## config.mk

```make
export PLATFORM = sky130hd
export DESIGN_NAME = tc8_timer
export DESIGN_NICKNAME = d
export VERILOG_FILES = /design/src/tc8_clk_sel.v /design/src/tc8_timer.v /design/src/tc8_wave.v
export VERILOG_INCLUDE_DIRS = /design/src
export SDC_FILE = /design/constraint.sdc
export NUM_CORES = 1
export LEC_CHECK = 0
export ABC_AREA = 0
export BUFFER_PORTS_ARGS = -buffer_cell sky130_fd_sc_hd__buf_2
export CELL_PAD_IN_SITES_DETAIL_PLACEMENT = 0
export CELL_PAD_IN_SITES_GLOBAL_PLACEMENT = 1
export CORE_MARGIN = 2
export CORE_UTILIZATION = 44
export DETAILED_ROUTE_END_ITERATION = 10
export GPL_TIMING_DRIVEN = 0
export PLACE_DENSITY_LB_ADDON = 0.2
export SLEW_MARGIN = 20
export SYNTH_ARGS = -nofsm -noshare
export SYNTH_HDL_FRONTEND = slang
export SYNTH_HIERARCHICAL = 1
export SYNTH_SLANG_ARGS = --single-unit
export TNS_END_PERCENT = 30
```

## constraint.sdc

```tcl
create_clock -name clk_in -period 3.6 [get_ports clk_in]
set_clock_uncertainty 0.2 [all_clocks]
set_input_delay 0.36 -clock clk_in [delete_from_list [all_inputs] [get_ports clk_in]]
set_output_delay 0.36 -clock clk_in [all_outputs]
set_load 0.01 [all_outputs]
```

## src/tc8_defines.vh

```
`ifndef TC8_DEFINES_VH
`define TC8_DEFINES_VH

// ----------------------------------------------------------------
// register byte offsets
// ----------------------------------------------------------------
`define TC8_OFF_CTRL_A      8'h00
`define TC8_OFF_CTRL_B      8'h04
`define TC8_OFF_COUNT       8'h08
`define TC8_OFF_CMP_A       8'h0c
`define TC8_OFF_CMP_B       8'h10
`define TC8_OFF_MASK        8'h14
`define TC8_OFF_FLAG        8'h18

// ----------------------------------------------------------------
// field positions
// ----------------------------------------------------------------
`define TC8_CA_COM_A_HI     7
`define TC8_CA_COM_A_LO     6
`define TC8_CA_COM_B_HI     5
`define TC8_CA_COM_B_LO     4
`define TC8_CA_MODE_HI      1
`define TC8_CA_MODE_LO      0
`define TC8_CB_FORCE_A      7
`define TC8_CB_FORCE_B      6
`define TC8_CB_MODE_2       3
`define TC8_CB_CS_HI        2
`define TC8_CB_CS_LO        0
`define TC8_FLAG_OVF        0
`define TC8_FLAG_MATCH_A    1
`define TC8_FLAG_MATCH_B    2

// ----------------------------------------------------------------
// reset values and fixed levels
// ----------------------------------------------------------------
`define TC8_RST_BYTE        8'h00
`define TC8_BOTTOM          8'h00
`define TC8_MAX             8'hff

// ----------------------------------------------------------------
// waveform modes
// ----------------------------------------------------------------
`define TC8_MODE_NORMAL     3'h0
`define TC8_MODE_PHASE_FF   3'h1
`define TC8_MODE_CTC        3'h2
`define TC8_MODE_FAST_FF    3'h3
`define TC8_MODE_PHASE_CMP  3'h5
`define TC8_MODE_FAST_CMP   3'h7

// ----------------------------------------------------------------
// clock source select codes and prescaler width
// ----------------------------------------------------------------
`define TC8_CS_STOP         3'h0
`define TC8_CS_DIV1         3'h1
`define TC8_CS_DIV8         3'h2
`define TC8_CS_DIV64        3'h3
`define TC8_CS_DIV256       3'h4
`define TC8_CS_DIV1024      3'h5
`define TC8_CS_EXT_FALL     3'h6
`define TC8_CS_EXT_RISE     3'h7
`define TC8_PRESC_W         10

// ----------------------------------------------------------------
// bus answers
// ----------------------------------------------------------------
`define TC8_RESP_OKAY       2'h0
`define TC8_RESP_SLVERR     2'h2

`endif

```

## src/tc8_clk_sel.v

```verilog
`timescale 1ns/1ns
`include "tc8_defines.vh"

module tc8_clk_sel (
  input  wire       clk_in,
  input  wire       rst_b_in,
  input  wire [2:0] cs_in,
  input  wire       ext_count_input_in,
  output reg        timer_tick_out
);

  reg  [`TC8_PRESC_W-1:0] presc;
  reg                     ext_meta;
  reg                     ext_sync;
  reg                     ext_prev;
  reg                     next_tick;

  // ----------------------------------------------------------------
  // prescaler and pin synchroniser
  // ----------------------------------------------------------------
  // prescaler free-runs so a source change does not restart the phase
  always @(posedge clk_in or negedge rst_b_in) begin
    if (!rst_b_in) begin
      presc    <= {`TC8_PRESC_W{1'b0}};
      ext_meta <= 1'b0;
      ext_sync <= 1'b0;
      ext_prev <= 1'b0;
    end else begin
      presc    <= presc + {{(`TC8_PRESC_W-1){1'b0}}, 1'b1};
      ext_meta <= ext_count_input_in;
      ext_sync <= ext_meta;
      ext_prev <= ext_sync;
    end
  end

  // ----------------------------------------------------------------
  // source and edge select
  // ----------------------------------------------------------------
  always @* begin
    case (cs_in)
      `TC8_CS_STOP:     next_tick = 1'b0;
      `TC8_CS_DIV1:     next_tick = 1'b1;
      `TC8_CS_DIV8:     next_tick = (presc[2:0] == 3'h7);
      `TC8_CS_DIV64:    next_tick = (presc[5:0] == 6'h3f);
      `TC8_CS_DIV256:   next_tick = (presc[7:0] == 8'hff);
      `TC8_CS_DIV1024:  next_tick = (presc == 10'h3ff);
      `TC8_CS_EXT_FALL: next_tick = ext_prev & ~ext_sync;
      `TC8_CS_EXT_RISE: next_tick = ~ext_prev & ext_sync;
      default:          next_tick = 1'b0;
    endcase
  end

  always @(posedge clk_in or negedge rst_b_in) begin
    if (!rst_b_in) begin
      timer_tick_out <= 1'b0;
    end else begin
      timer_tick_out <= next_tick;
    end
  end

endmodule

```

## src/tc8_timer.v

```verilog
// Design decisions made here: the address map and the AXI4-Lite register port.
`timescale 1ns/1ns
`include "tc8_defines.vh"

module tc8_timer (
  input  wire        clk_in,
  input  wire        rst_b_in,
  input  wire [7:0]  s_axi_awaddr_in,
  input  wire        s_axi_awvalid_in,
  output wire        s_axi_awready_out,
  input  wire [31:0] s_axi_wdata_in,
  input  wire [3:0]  s_axi_wstrb_in,
  input  wire        s_axi_wvalid_in,
  output wire        s_axi_wready_out,
  output reg  [1:0]  s_axi_bresp_out,
  output reg         s_axi_bvalid_out,
  input  wire        s_axi_bready_in,
  input  wire [7:0]  s_axi_araddr_in,
  input  wire        s_axi_arvalid_in,
  output wire        s_axi_arready_out,
  output reg  [31:0] s_axi_rdata_out,
  output reg  [1:0]  s_axi_rresp_out,
  output reg         s_axi_rvalid_out,
  input  wire        s_axi_rready_in,
  input  wire        ext_count_input_in,
  input  wire [2:0]  irq_ack_in,
  output wire [2:0]  irq_req_out,
  output wire        wave_out_a_out,
  output wire        wave_out_a_oe_out,
  output wire        wave_out_b_out,
  output wire        wave_out_b_oe_out
);

  // ----------------------------------------------------------------
  // state
  // ----------------------------------------------------------------
  reg  [7:0]  ctrl_a;
  reg  [7:0]  timer_ctrl_b;
  reg  [7:0]  count_value;
  reg  [7:0]  compare_value_a;
  reg  [7:0]  compare_value_b;
  reg  [7:0]  active_cmp_a;
  reg  [7:0]  active_cmp_b;
  reg  [2:0]  timer_mask_reg;
  reg  [2:0]  timer_flag_reg;
  reg         count_down;
  reg         match_block;
  reg         aw_held;
  reg         w_held;
  reg  [7:0]  aw_addr;
  reg  [7:0]  w_data;
  reg         w_lane0;
  reg  [31:0] next_rdata;
  reg         next_rerr;
  reg  [7:0]  next_count;
  reg         next_down;
  wire        timer_tick;
  wire [2:0]  mode;
  wire [2:0]  clock_source_sel;
  wire        wr_fire;
  wire        wr_hit_count;
  wire        wr_hit_flag;
  wire        rd_fire;
  wire [7:0]  top_value;
  wire        at_top;
  wire        at_bottom;
  wire        match_a;
  wire        match_b;
  wire        match_ev_a;
  wire        match_ev_b;
  wire        ovf_ev;
  wire        fast_mode;
  wire        phase_mode;
  wire        pwm_mode;
  wire        force_a;
  wire        force_b;
  wire        wrap_ev;

  // ----------------------------------------------------------------
  // mode decode
  // ----------------------------------------------------------------
  function is_fast;
    input [2:0] m;
    begin
      is_fast = (m == `TC8_MODE_FAST_FF) || (m == `TC8_MODE_FAST_CMP);
    end
  endfunction

  function is_phase;
    input [2:0] m;
    begin
      is_phase = (m == `TC8_MODE_PHASE_FF) || (m == `TC8_MODE_PHASE_CMP);
    end
  endfunction

  assign clock_source_sel = timer_ctrl_b[`TC8_CB_CS_HI:`TC8_CB_CS_LO];
  assign mode       = {timer_ctrl_b[`TC8_CB_MODE_2], ctrl_a[`TC8_CA_MODE_HI:`TC8_CA_MODE_LO]};
  assign fast_mode  = is_fast(mode);
  assign phase_mode = is_phase(mode);
  assign pwm_mode   = fast_mode | phase_mode;

  // ----------------------------------------------------------------
  // clock select
  // ----------------------------------------------------------------
  // internal or pin source
  tc8_clk_sel u_clk_sel (
    .clk_in             (clk_in),
    .rst_b_in           (rst_b_in),
    .cs_in              (clock_source_sel),
    .ext_count_input_in (ext_count_input_in),
    .timer_tick_out     (timer_tick)
  );

  // ----------------------------------------------------------------
  // register bus
  // ----------------------------------------------------------------
  // address and data in either order, each held until both in
  assign s_axi_awready_out = ~aw_held & ~s_axi_bvalid_out;
  assign s_axi_wready_out  = ~w_held & ~s_axi_bvalid_out;
  assign s_axi_arready_out = ~s_axi_rvalid_out;
  assign wr_fire      = aw_held & w_held & ~s_axi_bvalid_out;
  assign rd_fire      = s_axi_arvalid_in & s_axi_arready_out;
  assign wr_hit_count = wr_fire & w_lane0 & (aw_addr == `TC8_OFF_COUNT);
  assign wr_hit_flag  = wr_fire & w_lane0 & (aw_addr == `TC8_OFF_FLAG);
  // force strobes act only in non-pwm modes and are never stored
  assign force_a = wr_fire & w_lane0 & (aw_addr == `TC8_OFF_CTRL_B) & w_data[`TC8_CB_FORCE_A] & ~pwm_mode;
  assign force_b = wr_fire & w_lane0 & (aw_addr == `TC8_OFF_CTRL_B) & w_data[`TC8_CB_FORCE_B] & ~pwm_mode;

  always @(posedge clk_in or negedge rst_b_in) begin
    if (!rst_b_in) begin
      aw_held          <= 1'b0;
      w_held           <= 1'b0;
      aw_addr          <= `TC8_RST_BYTE;
      w_data           <= `TC8_RST_BYTE;
      w_lane0          <= 1'b0;
      s_axi_bvalid_out <= 1'b0;
      s_axi_bresp_out  <= `TC8_RESP_OKAY;
    end else begin
      if (s_axi_awvalid_in && s_axi_awready_out) begin
        aw_held <= 1'b1;
        aw_addr <= {s_axi_awaddr_in[7:2], 2'b00};
      end
      if (s_axi_wvalid_in && s_axi_wready_out) begin
        w_held  <= 1'b1;
        w_data  <= s_axi_wdata_in[7:0];
        w_lane0 <= s_axi_wstrb_in[0];
      end
      if (wr_fire) begin
        aw_held          <= 1'b0;
        w_held           <= 1'b0;
        s_axi_bvalid_out <= 1'b1;
        s_axi_bresp_out  <= (aw_addr > `TC8_OFF_FLAG) ? `TC8_RESP_SLVERR : `TC8_RESP_OKAY;
      end else if (s_axi_bvalid_out && s_axi_bready_in) begin
        s_axi_bvalid_out <= 1'b0;
      end
    end
  end

  always @* begin
    next_rdata = 32'h0000_0000;
    next_rerr  = 1'b0;
    case ({s_axi_araddr_in[7:2], 2'b00})
      `TC8_OFF_CTRL_A: next_rdata[7:0] = ctrl_a;
      `TC8_OFF_CTRL_B: next_rdata[7:0] = {2'b00, timer_ctrl_b[5:0]};
      `TC8_OFF_COUNT:  next_rdata[7:0] = count_value;
      `TC8_OFF_CMP_A:  next_rdata[7:0] = compare_value_a;
      `TC8_OFF_CMP_B:  next_rdata[7:0] = compare_value_b;
      `TC8_OFF_MASK:   next_rdata[2:0] = timer_mask_reg;
      `TC8_OFF_FLAG:   next_rdata[2:0] = timer_flag_reg;
      default:         next_rerr = 1'b1;
    endcase
  end

  always @(posedge clk_in or negedge rst_b_in) begin
    if (!rst_b_in) begin
      s_axi_rvalid_out <= 1'b0;
      s_axi_rdata_out  <= 32'h0000_0000;
      s_axi_rresp_out  <= `TC8_RESP_OKAY;
    end else if (rd_fire) begin
      s_axi_rvalid_out <= 1'b1;
      s_axi_rdata_out  <= next_rdata;
      s_axi_rresp_out  <= next_rerr ? `TC8_RESP_SLVERR : `TC8_RESP_OKAY;
    end else if (s_axi_rvalid_out && s_axi_rready_in) begin
      s_axi_rvalid_out <= 1'b0;
    end
  end

  // ----------------------------------------------------------------
  // control, compare buffers and masks
  // ----------------------------------------------------------------
  // reset clears state
  always @(posedge clk_in or negedge rst_b_in) begin
    if (!rst_b_in) begin
      ctrl_a          <= `TC8_RST_BYTE;
      timer_ctrl_b    <= `TC8_RST_BYTE;
      compare_value_a <= `TC8_RST_BYTE;
      compare_value_b <= `TC8_RST_BYTE;
      timer_mask_reg  <= 3'h0;
    end else if (wr_fire && w_lane0) begin
      case (aw_addr)
        `TC8_OFF_CTRL_A: ctrl_a          <= w_data;
        `TC8_OFF_CTRL_B: timer_ctrl_b    <= {2'b00, w_data[5:0]};
        `TC8_OFF_CMP_A:  compare_value_a <= w_data;
        `TC8_OFF_CMP_B:  compare_value_b <= w_data;
        `TC8_OFF_MASK:   timer_mask_reg  <= w_data[2:0];
        default:         timer_mask_reg  <= timer_mask_reg;
      endcase
    end
  end

  // top is max or compare a
  assign top_value = (mode == `TC8_MODE_CTC || mode == `TC8_MODE_PHASE_CMP || mode == `TC8_MODE_FAST_CMP)
                     ? active_cmp_a : `TC8_MAX;
  assign at_top    = (count_value == top_value);
  assign at_bottom = (count_value == `TC8_BOTTOM);

  always @(posedge clk_in or negedge rst_b_in) begin
    if (!rst_b_in) begin
      active_cmp_a <= `TC8_RST_BYTE;
      active_cmp_b <= `TC8_RST_BYTE;
    end else if (!pwm_mode || (timer_tick && at_top)) begin
      active_cmp_a <= compare_value_a;
      active_cmp_b <= compare_value_b;
    end
  end

  // ----------------------------------------------------------------
  // counter unit
  // ----------------------------------------------------------------
  always @* begin
    next_count = count_value;
    next_down  = count_down;
    if (phase_mode) begin
      if (!count_down) begin
        if (at_top) begin
          next_down  = 1'b1;
          next_count = count_value - 8'h01;
        end else begin
          next_count = count_value + 8'h01;
        end
      end else if (at_bottom) begin
        next_down  = 1'b0;
        next_count = count_value + 8'h01;
      end else begin
        next_count = count_value - 8'h01;
      end
    end else begin
      next_down = 1'b0;
      if (at_top && mode != `TC8_MODE_NORMAL) begin
        next_count = `TC8_BOTTOM;
      end else begin
        next_count = count_value + 8'h01;
      end
    end
  end

  always @(posedge clk_in or negedge rst_b_in) begin
    if (!rst_b_in) begin
      count_value <= `TC8_RST_BYTE;
      count_down  <= 1'b0;
      match_block <= 1'b0;
    end else begin
      if (wr_hit_count) begin
        count_value <= w_data;
      end else if (timer_tick) begin
        count_value <= next_count;
        count_down  <= next_down;
      end
      // a counter write hides the match at the next tick, even when stopped
      if (wr_hit_count) begin
        match_block <= 1'b1;
      end else if (timer_tick) begin
        match_block <= 1'b0;
      end
    end
  end

  // ----------------------------------------------------------------
  // compare and flags
  // ----------------------------------------------------------------
  // continuous compare
  assign match_a    = (count_value == active_cmp_a);
  assign match_b    = (count_value == active_cmp_b);
  assign match_ev_a = timer_tick & match_a & ~match_block & ~wr_hit_count;
  assign match_ev_b = timer_tick & match_b & ~match_block & ~wr_hit_count;
  // top ends the count in fast pwm modes
  assign wrap_ev    = timer_tick & at_top & fast_mode & ~wr_hit_count;
  assign ovf_ev     = ~wr_hit_count & timer_tick &
                      (phase_mode ? (at_bottom & count_down) :
                       fast_mode  ? at_top : (count_value == `TC8_MAX));

  // clear by one or ack, set wins
  always @(posedge clk_in or negedge rst_b_in) begin
    if (!rst_b_in) begin
      timer_flag_reg <= 3'h0;
    end else begin
      timer_flag_reg <= (timer_flag_reg & ~(irq_ack_in | ({3{wr_hit_flag}} & w_data[2:0])))
                        | {match_ev_b, match_ev_a, ovf_ev};
    end
  end

  assign irq_req_out = timer_flag_reg & timer_mask_reg;

  // ----------------------------------------------------------------
  // waveform generators
  // ----------------------------------------------------------------
  // waveform on compare pins
  tc8_wave u_wave_a (
    .clk_in    (clk_in),
    .rst_b_in  (rst_b_in),
    .fast_in   (fast_mode),
    .phase_in  (phase_mode),
    .com_in    (ctrl_a[`TC8_CA_COM_A_HI:`TC8_CA_COM_A_LO]),
    .match_in  (match_ev_a),
    .force_in  (force_a),
    .bottom_in (wrap_ev),
    .down_in   (count_down),
    .wave_out  (wave_out_a_out)
  );

  tc8_wave u_wave_b (
    .clk_in    (clk_in),
    .rst_b_in  (rst_b_in),
    .fast_in   (fast_mode),
    .phase_in  (phase_mode),
    .com_in    (ctrl_a[`TC8_CA_COM_B_HI:`TC8_CA_COM_B_LO]),
    .match_in  (match_ev_b),
    .force_in  (force_b),
    .bottom_in (wrap_ev),
    .down_in   (count_down),
    .wave_out  (wave_out_b_out)
  );

  // pin override follows compare output mode
  assign wave_out_a_oe_out = |ctrl_a[`TC8_CA_COM_A_HI:`TC8_CA_COM_A_LO];
  assign wave_out_b_oe_out = |ctrl_a[`TC8_CA_COM_B_HI:`TC8_CA_COM_B_LO];

endmodule

```

## src/tc8_wave.v

```verilog
`timescale 1ns/1ns
`include "tc8_defines.vh"

module tc8_wave (
  input  wire       clk_in,
  input  wire       rst_b_in,
  input  wire       fast_in,
  input  wire       phase_in,
  input  wire [1:0] com_in,
  input  wire       match_in,
  input  wire       force_in,
  input  wire       bottom_in,
  input  wire       down_in,
  output reg        wave_out
);

  reg next_wave;

  // ----------------------------------------------------------------
  // output compare state
  // ----------------------------------------------------------------
  always @* begin
    next_wave = wave_out;
    if (fast_in) begin
      if (match_in && com_in[1]) begin
        next_wave = com_in[0];
      end else if (bottom_in && com_in[1]) begin
        next_wave = ~com_in[0];
      end
    end else if (phase_in) begin
      if (match_in && com_in[1]) begin
        next_wave = com_in[0] ^ down_in;
      end
    end else if (match_in || force_in) begin
      case (com_in)
        2'h1:    next_wave = ~wave_out;
        2'h2:    next_wave = 1'b0;
        2'h3:    next_wave = 1'b1;
        default: next_wave = wave_out;
      endcase
    end
  end

  always @(posedge clk_in or negedge rst_b_in) begin
    if (!rst_b_in) begin
      wave_out <= 1'b0;
    end else begin
      wave_out <= next_wave;
    end
  end

endmodule
```

==> impl_metrics.toml <==
[floorplanning]
die_y_microns = 118
die_area_sq_mm = 0.0140
ios = 111
coreArea_sq_mm = 0.0127
die_w_microns = 118
num_rows = 41
start_util = 0.453

[clocking]
cts_buffers = 9
cts_tree = "yes"
clockBufferDepth = 2
clk_pin_slew_ns = 0.08
clk_latency_ns = 0.36
clkSinkCount = 107
postCtsSetupBuffers = 0
root_buffer = "clkbuf_16"
h-tree-depth = 3

[run]
maxCapViolCount = 0

[detailed_routing]
wl_met2_microns = 6860
vias = 4378
routed_wirelength_microns = 14300
highest_layer = "met4"
drt-initial-drc-count = 288
avgRoutedWirePerCell_microns = 17.9
drc = 0
postRouteAntennaNets = 0
viasPerCell = 5.45
drt-met1-wl_microns = 6390
dr_wl_met3_microns = 746
first_pass_iters = 5

[layout]
nets = 694
n_fill_cell = 1211
drive_gt1_frac = 0.301
largest_reg_flops = 10
register_area_sq_mm = 0.00268
top_register = "u_clk_sel/presc"
diodes = 0
postLayoutCellArea_sq_mm = 0.00671
multi_input_area_sq_mm = 0.00281
syn2layout_area_growth_pct = 16.4
fin_util = 0.528

[placed_design]
dpl.hpwl_microns = 10600
finalWeightedCongestion = 0.920
postPlaceCellArea_sq_mm = 0.00637
port_buffers = 51

[logic_synthesis]
ys_ff_latch = 107
yosysTopAreaCell = "dfrtp_1"
synth_ff_type = "dfrtp_1"
yosysWarnings = 6
synth_mux_area_frac = 0.155
synth_xor_area_frac = 0.0334
ys_types = 69
synth_compound_area_frac = 0.124
synthesis.area_sq_mm = 0.00576
netlist_instances = 534
synth_top_family_by_area = "multiplexers"
yosysSeqAreaShare = 0.465
synth_top_area_frac = 0.465
synth_fa_ha_area_frac = 0.0109
synth_area_leaders = "dfrtp_1 (46%), mux2_2 (13%), buf_4 (3.4%), xnor2_1 (2.7%), nand2_1 (2.5%)"
synth-edff-count = 0
async_flop_share = 1.00
synth_simple_gate_area_frac = 0.144
avgSynthCellArea_sq_um = 10.8

[sta]
slew_viol_final = 0
period_needed_ns = 3.50
finalHoldViolCount = 0
rsz0062_at_grt = "no"
worst_pin_slew_ns = 0.960
setup_violations = 0
min_period_over_period = 0.973
fmax_ghz = 0.286
max_slew_margin = 0.353

[critical_path]
cp.buffers_inverters = 2
worst-endpoint-required_ns = 3.64
worstSetupPathType = "reg2reg"
cpMaxStageDelayCell = "nor3_2"
r2r_start = "count_value[1]"
crit_arrival_ns = 3.55
cp-end-kind = "flop"
startpoint_type = "flop"
path_common_cell = "or4_1"
path_cells = "buf_2 > inv_1 > o221ai_1 > or4_1 > or4_1 > nor3_2 > nand2_2 > xor2_1 > a221o_1 > mux2_2"
cp_top_family = "simple AND/OR/NAND/NOR gates"
max_stage_delay_ns = 0.49
startpoint = "count_value[1]"
crit_fanout = 8

[grt]
antenna_found_initial = 0
grt_max_degree = 66
grt-ovfl-total = 0
grt_pass1_wl_microns = 22900
grtUsageTotal = 0.211
grt_pass1_vias = 4252

[worst_hold_path]
hold_path_startpoint = "s_axi_wdata_in[3]"
hp-class = "in2reg"

[pwr]
irDropWorstVdd_mv = 0.426
leakage_nw = 3.05
power_density_mw_per_mm2 = 699

[outcome]
status = "finished, final reports clean"
## worst paths after layout
check | end | slack (ns) | depth (start not counted)
setup / recovery | u_wave_a/wave_out | 0.1 | 10
max in group asynchronous | active_cmp_b[5] | 2.26 | 3
hold / removal | w_data[3] | 0.03 | 2
setup reg to reg | u_wave_a/wave_out | 0.1 | 10
min in group asynchronous | s_axi_bvalid_out | 0.28 | 2
hold reg to reg | u_clk_sel/ext_sync | 0.15 | 0
## power by group
part           switching, mW  total, mW  leakage [nW]  internal (mW)
clock                  0.486      0.989         0.148          0.503
sequential             0.458       2.03          1.41           1.57
combinational          0.879       1.67          1.49          0.793
## final cells by class
| type | count | share of cell area |
|---|---|---|
| clock buffer | 10 | 0.0356 |
| timing repair buffer | 56 | 0.0490 |
| tap | 172 | 0.0321 |
| sequential | 107 | 0.399 |
| multi-input combinational | 380 | 0.418 |
| inverter | 23 | 0.0129 |
| buffer | 49 | 0.0446 |
| clock inverter | 6 | 0.00876 |
## synth_stat cells (all sizes together) (6+ instances only)
cell type / count
o211ai: 6
a22oi: 11
xnor2: 18
nor3: 16
buf: 33
dfrtp: 107
nand2b: 11
nand3: 11
and2: 7
clkbuf: 16
nor2: 20
nor4: 6
nor3b: 8
inv: 22
o21ai: 23
mux2: 65
nand2: 41
nand4: 7
a21oi: 20
and3: 6
## per-layer routing
metal | track usage | vias to the layer above
met5 | 0 | -
met4 | 0.0722 | 0
met3 | 0.0478 | 25
met2 | 0.338 | 137
met1 | 0.282 | 2147
li1 | - | 2069
## cell usage in the layout (no fill, tap or decap), types with 3 or more instances in the layout
cell,n
nor4_1,5
o21ai_0,21
a22o_1,4
ha_1,5
nand2_1,39
mux4_2,5
or2_2,3
conb_1,26
a221o_1,3
or3_1,3
nor3b_1,3
xor2_1,4
dfrtp_1,107
nor3_1,14
nand3_1,11
o22ai_1,4
nor3b_2,5
buf_4,26
clkbuf_1,16
buf_2,55
o211ai_1,6
a22oi_1,11
nand4_1,7
and2_1,7
mux2i_1,5
mux2_2,65
xnor2_1,18
a21oi_1,20
nor2_1,20
nor2b_1,3
nand2b_1,11
dlygate4sd3_1,4
clkbuf_16,9
and3_1,6
inv_1,22
## metrics by stage
step / TNS [ns] / setup slack, ns / hold WS, ns / power, mW / instances
after floorplan: 0 / 0.547 / -0.136 / 3.10 / 559
after global placement: -0.152 / -0.0951 / 0.138 / 3.63 / 782
after detailed placement: -0.0857 / -0.0857 / 0.101 / 3.69 / 783
after CTS: 0 / 0.157 / 0.0254 / 4.70 / 803
after global routing: 0 / 0.0187 / 0.0225 / 4.97 / 803
final: 0 / 0.0985 / 0.0307 / 4.69 / 803
## cell families after synthesis
family / count (synthesis)
adders and majority gates: 5
DFF: 107
muxes: 75
xor gates and xnor gates: 22
other: 1
buffers and inverters: 72
AOI/OAI and AO/OA: 100
and+or+nand+nor: 152
## what timing repair did
item,4_1_cts,5_1_grt
hold buffers,4,0
setup endpoints to repair,1,0
resized for setup,1,0
endpoints found under the hold margin,45,0
Power figures use the tool's default switching activity.
